## src/shared/amp_cfg_defines.svh

```systemverilog
// Register offsets, field positions, reset values and codes of the amplifier config slice
`ifndef AMP_CFG_DEFINES_SVH
`define AMP_CFG_DEFINES_SVH
`define ADDR_OUTPUT_STAGE   8'h06
`define ADDR_RESERVED_SLOT  8'h07
`define ADDR_FAULT_CFG      8'h08
`define OSC_PB_BIT          7
`define OSC_RATE_HI         6
`define OSC_RATE_LO         4
`define OSC_GAIN_HI         3
`define OSC_GAIN_LO         2
`define OSC_CH_BIT          1
`define OSC_RSVD_BIT        0
`define OSC_RESET           8'h51
`define FLT_THR_HI          5
`define FLT_THR_LO          4
`define FLT_CLK_BIT         3
`define FLT_OC_BIT          2
`define FLT_DC_BIT          1
`define FLT_OT_BIT          0
`define FLT_THR_RESET       2'h0
`define GAIN_RESERVED       2'h3
`define RATE_WIDTH          5
`define MULT_RESET          5'h10
`define FAULT_COUNT         3
`endif

```

## src/shared/amp_cfg_pkg.sv

```systemverilog
// Types shared by the amplifier config slice
package amp_cfg_pkg;
  typedef enum logic [1:0] {
    RUN_ACTIVE,
    RUN_SHUTDOWN,
    RUN_HALTED
  } run_state_e;
endpackage

```

## src/verilog/amp_config_fault_regs.sv

```systemverilog
// Output-stage configuration and fault status registers of the class-D amplifier
// Notes on behaviour
// - Bit 7 selects bridge or parallel-bridge
// - Bits 6:4 pick switching multiple, reset 101
// - Double speed halves the switching multiple
// - Gain bits 3:2, reset 00, 11 forbidden
// - Bit 1 picks mono channel: 0 right
// - Bits 5:4 scale overcurrent trip level
// - Clock fault bit follows live clock error
// - Overcurrent flag latches, halts until shutdown toggle
// - DC offset flag latches, halts until toggle
// - Overtemp flag latches, halts until toggle
`timescale 1ns/1ps
`default_nettype none
`include "amp_cfg_defines.svh"
module amp_config_fault_regs
  import amp_cfg_pkg::*;
(
  input  wire logic                   clk,
  input  wire logic                   rst,
  input  wire logic                   ce,
  // Register port from the control-port decoder
  input  wire logic [7:0]             reg_addr,
  input  wire logic                   reg_wr,
  input  wire logic [7:0]             reg_wdata,
  input  wire logic                   reg_rd,
  output logic      [7:0]             reg_rdata,
  output logic                        reg_rvalid,
  // Core status inputs
  input  wire logic                   speaker_shutdown_n,
  input  wire logic                   double_speed,
  input  wire logic                   clock_error,
  input  wire logic                   overcurrent_event,
  input  wire logic                   dc_offset_event,
  input  wire logic                   overtemp_event,
  // Configuration outputs to the output stage
  output logic                        parallel_bridge_enable,
  output logic                        mono_channel_select,
  output logic      [`RATE_WIDTH-1:0] switching_multiple,
  output logic      [1:0]             analog_gain_select,
  output logic      [1:0]             overcurrent_threshold_select,
  output logic                        output_enable
);
  typedef struct packed {
    logic [7:0]             osc;
    logic [1:0]             thr;
    logic [7:0]             rdata;
    logic                   rvalid;
    logic                   pb;
    logic                   ch;
    logic [`RATE_WIDTH-1:0] mult;
    logic [1:0]             gain;
    logic [1:0]             thr_out;
    logic                   oe;
    run_state_e             run;
  } regs_s;

  regs_s                  st_ff;
  regs_s                  nxt_st;
  logic                   oc_flag;
  logic                   dc_flag;
  logic                   ot_flag;
  logic                   any_latched;
  logic [`RATE_WIDTH-1:0] mult_dec;
  logic [7:0]             fault_word;
  logic [`FAULT_COUNT-1:0] fault_events;
  logic [`FAULT_COUNT-1:0] fault_flags;

  // Latching fault inputs in fault-word bit order: overcurrent, DC offset, overtemperature
  assign fault_events = {overcurrent_event, dc_offset_event, overtemp_event};

  // One latch per latching fault, all cleared by the same shutdown level
  for (genvar i = 0; i < `FAULT_COUNT; i++) begin : g_fault
    fault_latch u_latch (
      .clk          (clk),
      .rst          (rst),
      .ce           (ce),
      .event_in     (fault_events[i]),
      .shutdown_low (!speaker_shutdown_n),
      .flag         (fault_flags[i])
    );
  end

  assign oc_flag = fault_flags[`FLT_OC_BIT];
  assign dc_flag = fault_flags[`FLT_DC_BIT];
  assign ot_flag = fault_flags[`FLT_OT_BIT];

  // Rate lookup from the stored code
  rate_decode u_rate (
    .code         (st_ff.osc[`OSC_RATE_HI:`OSC_RATE_LO]),
    .double_speed (double_speed),
    .multiple     (mult_dec)
  );

  assign any_latched = oc_flag | dc_flag | ot_flag;

  // Fault word; reserved top bits read zero
  always_comb begin
    fault_word = 8'h00;
    fault_word[`FLT_THR_HI:`FLT_THR_LO] = st_ff.thr;
    fault_word[`FLT_CLK_BIT] = clock_error;
    fault_word[`FLT_OC_BIT]  = oc_flag;
    fault_word[`FLT_DC_BIT]  = dc_flag;
    fault_word[`FLT_OT_BIT]  = ot_flag;
  end

  // Next state: register writes, read data, output stage control
  always_comb begin
    nxt_st = st_ff;
    nxt_st.rvalid = 1'b0;
    // Writes to the analog config; a forbidden gain code keeps the old gain
    if (reg_wr && reg_addr == `ADDR_OUTPUT_STAGE) begin
      nxt_st.osc = reg_wdata;
      if (reg_wdata[`OSC_GAIN_HI:`OSC_GAIN_LO] == `GAIN_RESERVED) begin
        nxt_st.osc[`OSC_GAIN_HI:`OSC_GAIN_LO] = st_ff.osc[`OSC_GAIN_HI:`OSC_GAIN_LO];
      end
    end
    // Only the threshold field of the fault register is writable
    if (reg_wr && reg_addr == `ADDR_FAULT_CFG) begin
      nxt_st.thr = reg_wdata[`FLT_THR_HI:`FLT_THR_LO];
    end
    // Reads answer one cycle later; unmapped and reserved addresses read zero
    if (reg_rd) begin
      nxt_st.rvalid = 1'b1;
      case (reg_addr)
        `ADDR_OUTPUT_STAGE: nxt_st.rdata = st_ff.osc;
        `ADDR_FAULT_CFG:    nxt_st.rdata = fault_word;
        default:            nxt_st.rdata = 8'h00;
      endcase
    end
    // Decoded configuration to the output stage
    nxt_st.pb      = st_ff.osc[`OSC_PB_BIT];
    nxt_st.ch      = st_ff.osc[`OSC_CH_BIT];
    nxt_st.gain    = st_ff.osc[`OSC_GAIN_HI:`OSC_GAIN_LO];
    nxt_st.mult    = mult_dec;
    nxt_st.thr_out = st_ff.thr;
    // Run state: latched faults halt until a shutdown pulse, clock errors heal alone
    case (st_ff.run)
      RUN_ACTIVE: begin
        if (!speaker_shutdown_n) begin
          nxt_st.run = RUN_SHUTDOWN;
        end else if (any_latched) begin
          nxt_st.run = RUN_HALTED;
        end
      end
      RUN_HALTED: begin
        if (!speaker_shutdown_n) begin
          nxt_st.run = RUN_SHUTDOWN;
        end
      end
      RUN_SHUTDOWN: begin
        if (speaker_shutdown_n) begin
          nxt_st.run = RUN_ACTIVE;
        end
      end
      default: nxt_st.run = RUN_SHUTDOWN;
    endcase
    nxt_st.oe = (nxt_st.run == RUN_ACTIVE) && !any_latched && !clock_error;
  end

  // State register; everything freezes while ce is low
  always_ff @(posedge clk or posedge rst) begin
    if (rst) begin
      st_ff        <= '0;
      st_ff.osc    <= `OSC_RESET;
      st_ff.thr    <= `FLT_THR_RESET;
      st_ff.mult   <= `MULT_RESET;
      st_ff.run    <= RUN_SHUTDOWN;
    end else if (ce) begin
      st_ff <= nxt_st;
    end
  end

  assign reg_rdata                    = st_ff.rdata;
  assign reg_rvalid                   = st_ff.rvalid;
  assign parallel_bridge_enable       = st_ff.pb;
  assign mono_channel_select          = st_ff.ch;
  assign switching_multiple           = st_ff.mult;
  assign analog_gain_select           = st_ff.gain;
  assign overcurrent_threshold_select = st_ff.thr_out;
  assign output_enable                = st_ff.oe;
endmodule
`default_nettype wire

```

## src/verilog/fault_latch.sv

```systemverilog
// One latching fault flag, cleared while the shutdown input is low
`timescale 1ns/1ps
`default_nettype none
module fault_latch (
  input  wire logic clk,
  input  wire logic rst,
  input  wire logic ce,
  input  wire logic event_in,
  input  wire logic shutdown_low,
  output logic      flag
);
  typedef struct packed {
    logic flag;
  } latch_s;
  latch_s st_ff;
  latch_s nxt_st;

  // Clear while shutdown is held low; an event in that time is not kept
  always_comb begin
    nxt_st = st_ff;
    if (shutdown_low) begin
      nxt_st.flag = 1'b0;
    end else if (event_in) begin
      nxt_st.flag = 1'b1;
    end
  end

  always_ff @(posedge clk or posedge rst) begin
    if (rst) begin
      st_ff <= '0;
    end else if (ce) begin
      st_ff <= nxt_st;
    end
  end

  assign flag = st_ff.flag;
endmodule
`default_nettype wire

```

## src/verilog/rate_decode.sv

```systemverilog
// Decodes the switching rate code into a frame-clock multiple
`timescale 1ns/1ps
`default_nettype none
`include "amp_cfg_defines.svh"
module rate_decode
  import amp_cfg_pkg::*;
(
  input  wire logic [2:0]             code,
  input  wire logic                   double_speed,
  output logic      [`RATE_WIDTH-1:0] multiple
);
  logic [`RATE_WIDTH-1:0] single;

  // Single-speed table
  always_comb begin
    case (code)
      3'h0:    single = 5'h06;
      3'h1:    single = 5'h08;
      3'h2:    single = 5'h0A;
      3'h3:    single = 5'h0C;
      3'h4:    single = 5'h0E;
      3'h5:    single = 5'h10;
      3'h6:    single = 5'h14;
      default: single = 5'h18;
    endcase
  end

  // Double speed halves the rate; all table entries are even so nothing is lost
  assign multiple = double_speed ? {1'b0, single[`RATE_WIDTH-1:1]} : single;
endmodule
`default_nettype wire
```

## config.mk

```make
export PLATFORM = sky130hd
export DESIGN_NAME = amp_config_fault_regs
export DESIGN_NICKNAME = d
export VERILOG_FILES = /design/src/shared/amp_cfg_pkg.sv /design/src/verilog/amp_config_fault_regs.sv /design/src/verilog/fault_latch.sv /design/src/verilog/rate_decode.sv
export VERILOG_INCLUDE_DIRS = /design/src /design/src/shared
export SDC_FILE = /design/constraint.sdc
export NUM_CORES = 1
export LEC_CHECK = 0
export ABC_AREA = 1
export BUFFER_PORTS_ARGS = -buffer_cell sky130_fd_sc_hd__buf_2
export CORE_UTILIZATION = 40
export CTS_CLUSTER_SIZE = 24
export DETAILED_ROUTE_END_ITERATION = 6
export PLACE_DENSITY_LB_ADDON = 0.1
export SLEW_MARGIN = 20
export SYNTH_ARGS = -nofsm -noshare
export SYNTH_HDL_FRONTEND = slang
export SYNTH_SLANG_ARGS = --single-unit
```

## constraint.sdc

```tcl
create_clock -name clk -period 2.2 [get_ports clk]
set_clock_uncertainty 0.1 [all_clocks]
set_input_delay 0 -clock clk [delete_from_list [all_inputs] [get_ports clk]]
set_output_delay 0 -clock clk [all_outputs]
set_load 0.005 [all_outputs]
```

# Word-level counts from Yosys, hierarchy flattened
# Index checks and enable logic that the tools add are counted.
op_classes:
  bitwise_logic: 3
  n_eq_ne: 14
  reduce_logical: 16
  muxes: 15
op_table:
  columns: ["operator", "n"]
  rows:
  - ["5-bit case mux with 7 select lines", 1]
  - ["8-bit case mux with 2 select lines", 1]
  - ["2-bit AND reduction", 6]
  - ["3-bit equality test (second input constant)", 3]
  - ["8-bit by 3-bit equality test with 1-bit output (second input constant)", 1]
  - ["8-bit by 4-bit equality test with 1-bit output (second input constant)", 1]
  - ["2-bit two-way mux", 4]
  - ["1-bit two-way mux", 7]
  - ["3-bit by 2-bit equality test with 1-bit output (second input constant)", 2]
  - ["2-bit by 1-bit != test with 1-bit output (second input constant)", 3]
  - ["2-bit case mux with 3 select lines", 1]
  - ["5-bit two-way mux", 1]
  - ["2-bit equality test (second input constant)", 2]
  - ["1-bit logical AND", 4]
  - ["2-bit zero test", 2]
  - ["3-bit by 1-bit equality test with 1-bit output (second input constant)", 1]
  - ["3-bit zero test", 1]
  - ["3-bit AND reduction", 1]
  - ["2-bit by 1-bit equality test with 1-bit output (second input constant)", 1]
  - ["1-bit zero test", 2]
  - ["1-bit OR", 2]
  - ["1-bit NOT", 1]
totals:
  regBits: 36
  elab_cells: 63
  input_bits: 27

# Depth between registers and ports, before layout
logic_depth:
  depth_word: 8
  depth_mapped: 8
  ltp_nobuf: 7

# Cells and area by module
# From an unflattened synthesis, not the netlist that was laid out.
unflattened:
  hier_cells: 241
  area_unflattened_um2: 1845.5
modules_own_cells:
  columns: ["module", "n_inst", "area_per_inst_um2", "cells_each", "seq_area_each_um2"]
  rows:
  - ["amp_config_fault_regs", 1, 1595.3, 194, 832.0]
  - ["fault_latch", 3, 51.3, 8, 25.0]
  - ["rate_decode", 1, 96.3, 23, 0.0]

# Worst setup path after synthesis
# OpenSTA, ideal clock, no wires.
synth_path:
  path_type: "register to register"
  startpoint: "reg st_ff[29] in the netlist's numbering"
  endpoint: "reg st_ff, in the netlist switching_multiple[2]"
  setup_time_ns: 0.068
  stages_incl_launch_ff: 7
  slack_ns: 1.074
  arrival_time_ns: 0.958
  period_less_slack_ns: 1.126
  n_path_buf: 0
  path_cell_list: "dfstp_2 > inv_1 > nand2_1 > nand2_1 > o21ai_1 > nand2_1 > nand3_1"
synth_via:
  elab_chain_cells: 3
  elab_cells_between_ends: 9
  cone_classes: "eq/ne: 6; mux: 2; reduce/logical: 1"
synth_lines:
  columns: ["element", "line", "text"]
  rows:
  - ["start, declared", "amp_config_fault_regs.sv:58", "regs_s st_ff;"]
  - ["start signal, assigned", "amp_config_fault_regs.sv:170", "st_ff <= nxt_st;"]
  - ["3-bit equality test, or another cell as far along", "rate_decode.sv:16", "case (code)"]
  - ["5-bit case mux with 7 select lines (*)", "rate_decode.sv:16", null]
  - ["5-bit two-way mux (*)", "rate_decode.sv:29", "assign multiple = double_speed ? {1'b0, single[`RATE_WIDTH-1:1]} : single;"]
# Mark *: on every way between the ends. The rest lies on a longest branch, timed or not.
# A chain may end at the register's enable or synchronous reset.

# Final worst setup path
layout_path:
  startpoint: "in reg_wdata[3]"
  endpoint: "reg st_ff, in the netlist nxt_st[6]"
layout_via:
  elab_chain_cells: 3
layout_lines:
  columns: ["element", "line", "text"]
  rows:
  - ["start, declared", "amp_config_fault_regs.sv:25", "input wire logic [7:0] reg_wdata,"]
  - ["2-bit equality test (no source line)", null, null]
  - ["1-bit NOT (no source line)", null, null]
  - ["3-bit AND reduction (no source line)", null, null]
# Parallel ways exist; a longest one is shown, timed or not.

==> metrics.txt <==
DP Area=1984 sq um; Clk pwr share=35.6%; relative slew slack=69.86%; Logic pwr share=12.0%; CP max stage cell=dlygate4sd3_1; Design Area, Final=2295 sq um; Hold Path Class=in -> reg; final hold viol count=0; DRC=0; drt initial violations=75; Sw Share=24.65%; Hold Crit Depth=3; synth unique cells=23; multi-input logic area=689.4 sq um; Initial Util=a little over two fifths; max-slew violation count=0; setup TNS=0 ps; post-synthesis instance total=232; Antenna Nets Post-Route=0; Final Setup Violations=0; Std-Cell Core Area=4384 sq um; worst stage delay on the critical path=570 ps; initial antenna violation count=0; fillcell total=440; maximum vdd drop=between 0.0002 and 0.0003 V; ratio of cells with drive above 1 in the final layout=26.04%; CTS Sinks=36; Critical Path End Type=register; Reg area=about 900 sq um; DP HPWL=2773 um; global-route wire length before repair=7072 um; GR Overflow Total=0; WL/cell=approximately 12 um; Max Clock Freq=0.4844 GHz; die area=a little under 5000 sq um; Net Sw Power=approximately 0.33 mW; Worst Path Max Fanout=3; RSZ-0062 raised after global routing=false; Req. time, crit path=between 2000 and 2500 ps; PwrDens=591.6 nW/um^2; Port Buffers=between 40 and 50; Flop pwr share=52.4%; largest net degree at the start of global routing=37; CTS buffer count=5; Area Growth Syn to Fin=24.25%; Max Root-Sink Buffers=2; total wire length=3951 um; crit-path cells=dlygate4sd3_1 -> buf_2 -> a21oi_1 -> nand4_1 -> dlygate4sd3_1 -> nand2_1 -> dlygate4sd3_1; arrival time worst endpoint=2190 ps; crit start category=input port; max cap viols=0; CTS tree=yes; Skew-Pair Late Insertion Delay=290 ps; standard-cell rows=24; CTS root buffer=clkbuf_8; antenna cells=0; worst-case reg-to-reg path depth=5; vias in the first global route=1602; Layout Nets=314; DIE WIDTH=69.95 um; Avg Inst Size Synth=7.960 sq um; register area share after synthesis=49.12%; Die Height=69.95 um; H-tree Lvls=2; Pleak=1.285 nW; fin crit share=between 90 and 100%; vias per inst=4.712; Post-CTS Setup Bufs=0; Slew @ Worst Pin=452.0 ps; crit path time final=2065 ps; post-synthesis register bit count=36; Int Power=1.023 mW; Total GRT Usage=roughly 18%; mapped cell area=between 1500 and 2000 sq um; clk slew on worst S/H paths=70 ps; Ports=48; crit path kind=in -> reg; most frequent CP cell=dlygate4sd3_1; global placer's final weighted congestion=0.7878; run status=complete, no violations; drt first pass iters=4; Syn Nets=259; Ys Warns=0; via count=1602
flip-flops by register name, indices dropped and copies added, names as in the netlist:
name and cells:
parallel_bridge_enable 1, fault_word 2, reg_rvalid 1, st_ff 6, overcurrent_threshold_select 2, mono_channel_select 1, g_fault.u_latch.flag 3, switching_multiple 5
reg_rdata 8, output_enable 1, nxt_st 4, analog_gain_select 2
cell type report:
cell class / instances / area share [%]
inverter: 21 / 3.490
tap: 52 / 2.835
timing repair buffer: 70 / 20.17
sequential: 36 / 39.53
multi-input combinational: 153 / 30.04
clock buffer: 8 / 3.926
cells in the mapped netlist:
cell,instances,area [sq um]
nor2_1,4,15.01
a21oi_1,1,5.000
nand3_1,27,135.1
clkinv_2,1,5.000
buf_4,19,142.6
nor2_2,5,31.28
inv_1,17,63.81
o21ai_0,4,20.02
a22o_1,1,8.760
nor2_4,3,33.78
a22oi_1,1,7.510
buf_6,2,22.52
o21ai_1,5,25.02
o211ai_1,1,7.510
or2_1,1,6.260
dfstp_2,5,131.4
inv_2,3,11.26
nand2_1,93,349.1
dfrtp_1,31,775.7
nand2_2,4,25.02
nand4_1,2,12.51
o31ai_1,1,7.510
buf_2,1,5.000
path summary, 6_finish.rpt:
kind,slack (ps),end,start
max,140,nxt_st[6],reg_wdata[3]
min,10,switching_multiple[3],ce
max reg2reg,670,st_ff[1],g_fault[2].u_latch.flag
min reg2reg,370,reg_rvalid,reg_rvalid
max in group asynchronous,1390,st_ff[0],rst
min in group asynchronous,260,reg_rdata[6],rst
stage by stage:
stage	cells	utilization [%]	hold slack, ps	worst slack [ps]	total power, mW
after floorplan	232	-	-38.97	1074	0.8124
after global placement	310	45.26	30.88	1012	0.8605
after detailed placement	310	45.26	31.93	988.8	0.8617
after CTS	340	52.34	19.13	188.5	1.374
after global routing	340	52.34	55.38	54.96	1.423
final	340	52.34	11.76	135.5	1.358
power by group through the flow:
stage / registers (mW) / clock network (mW) / logic, mW
final: 0.711 / 0.484 / 0.163
after global routing: 0.714 / 0.523 / 0.186
after CTS: 0.711 / 0.497 / 0.166
after detailed placement: 0.723 / 0 / 0.139
after global placement: 0.724 / 0 / 0.137
after floorplan: 0.719 / 0 / 0.0936
cell usage in the layout (no fill, tap or decap), drive strengths merged:
cell type / instances
nand4: 2
nand2: 97
nor2: 12
a22oi: 1
or2: 1
dfrtp: 31
clkbuf: 8
inv: 20
nand3: 27
o31ai: 1
a22o: 1
buf: 48
dfstp: 5
clkinv: 1
dlygate4sd3: 22
o211ai: 1
o21ai: 9
a21oi: 1
per-layer routing:
metal / up-vias / track usage, % / share of wire, %
met4: 0 / 7.333 / 1.6
met2: 37 / 29.70 / 47
met1: 740 / 23.45 / 47
li1: 818 / - / -
met5: - / 0 / 0
met3: 7 / 4.473 / 4.2
repair_timing:
| item | 4_1_cts | 5_1_grt |
|---|---|---|
| setup endpoints to repair | 0 | 0 |
| hold endpoints to repair | 56 | 0 |
| hold buffers | 22 | 0 |
| resized for setup | 0 | 0 |
critical path, delay by kind of cell:
| family | cells | cell delay [ps] |
|---|---|---|
| buf+inv | 4 | 1790 |
| compound gates | 1 | 220 |
| simple gates | 2 | 180 |
cell families after synthesis:
kind of cell,synth area share [%]
simple gates,32.93
buf+inv,13.55
flops,49.12
compound gates,4.404
No activity file was read; power rests on OpenSTA's default activity.
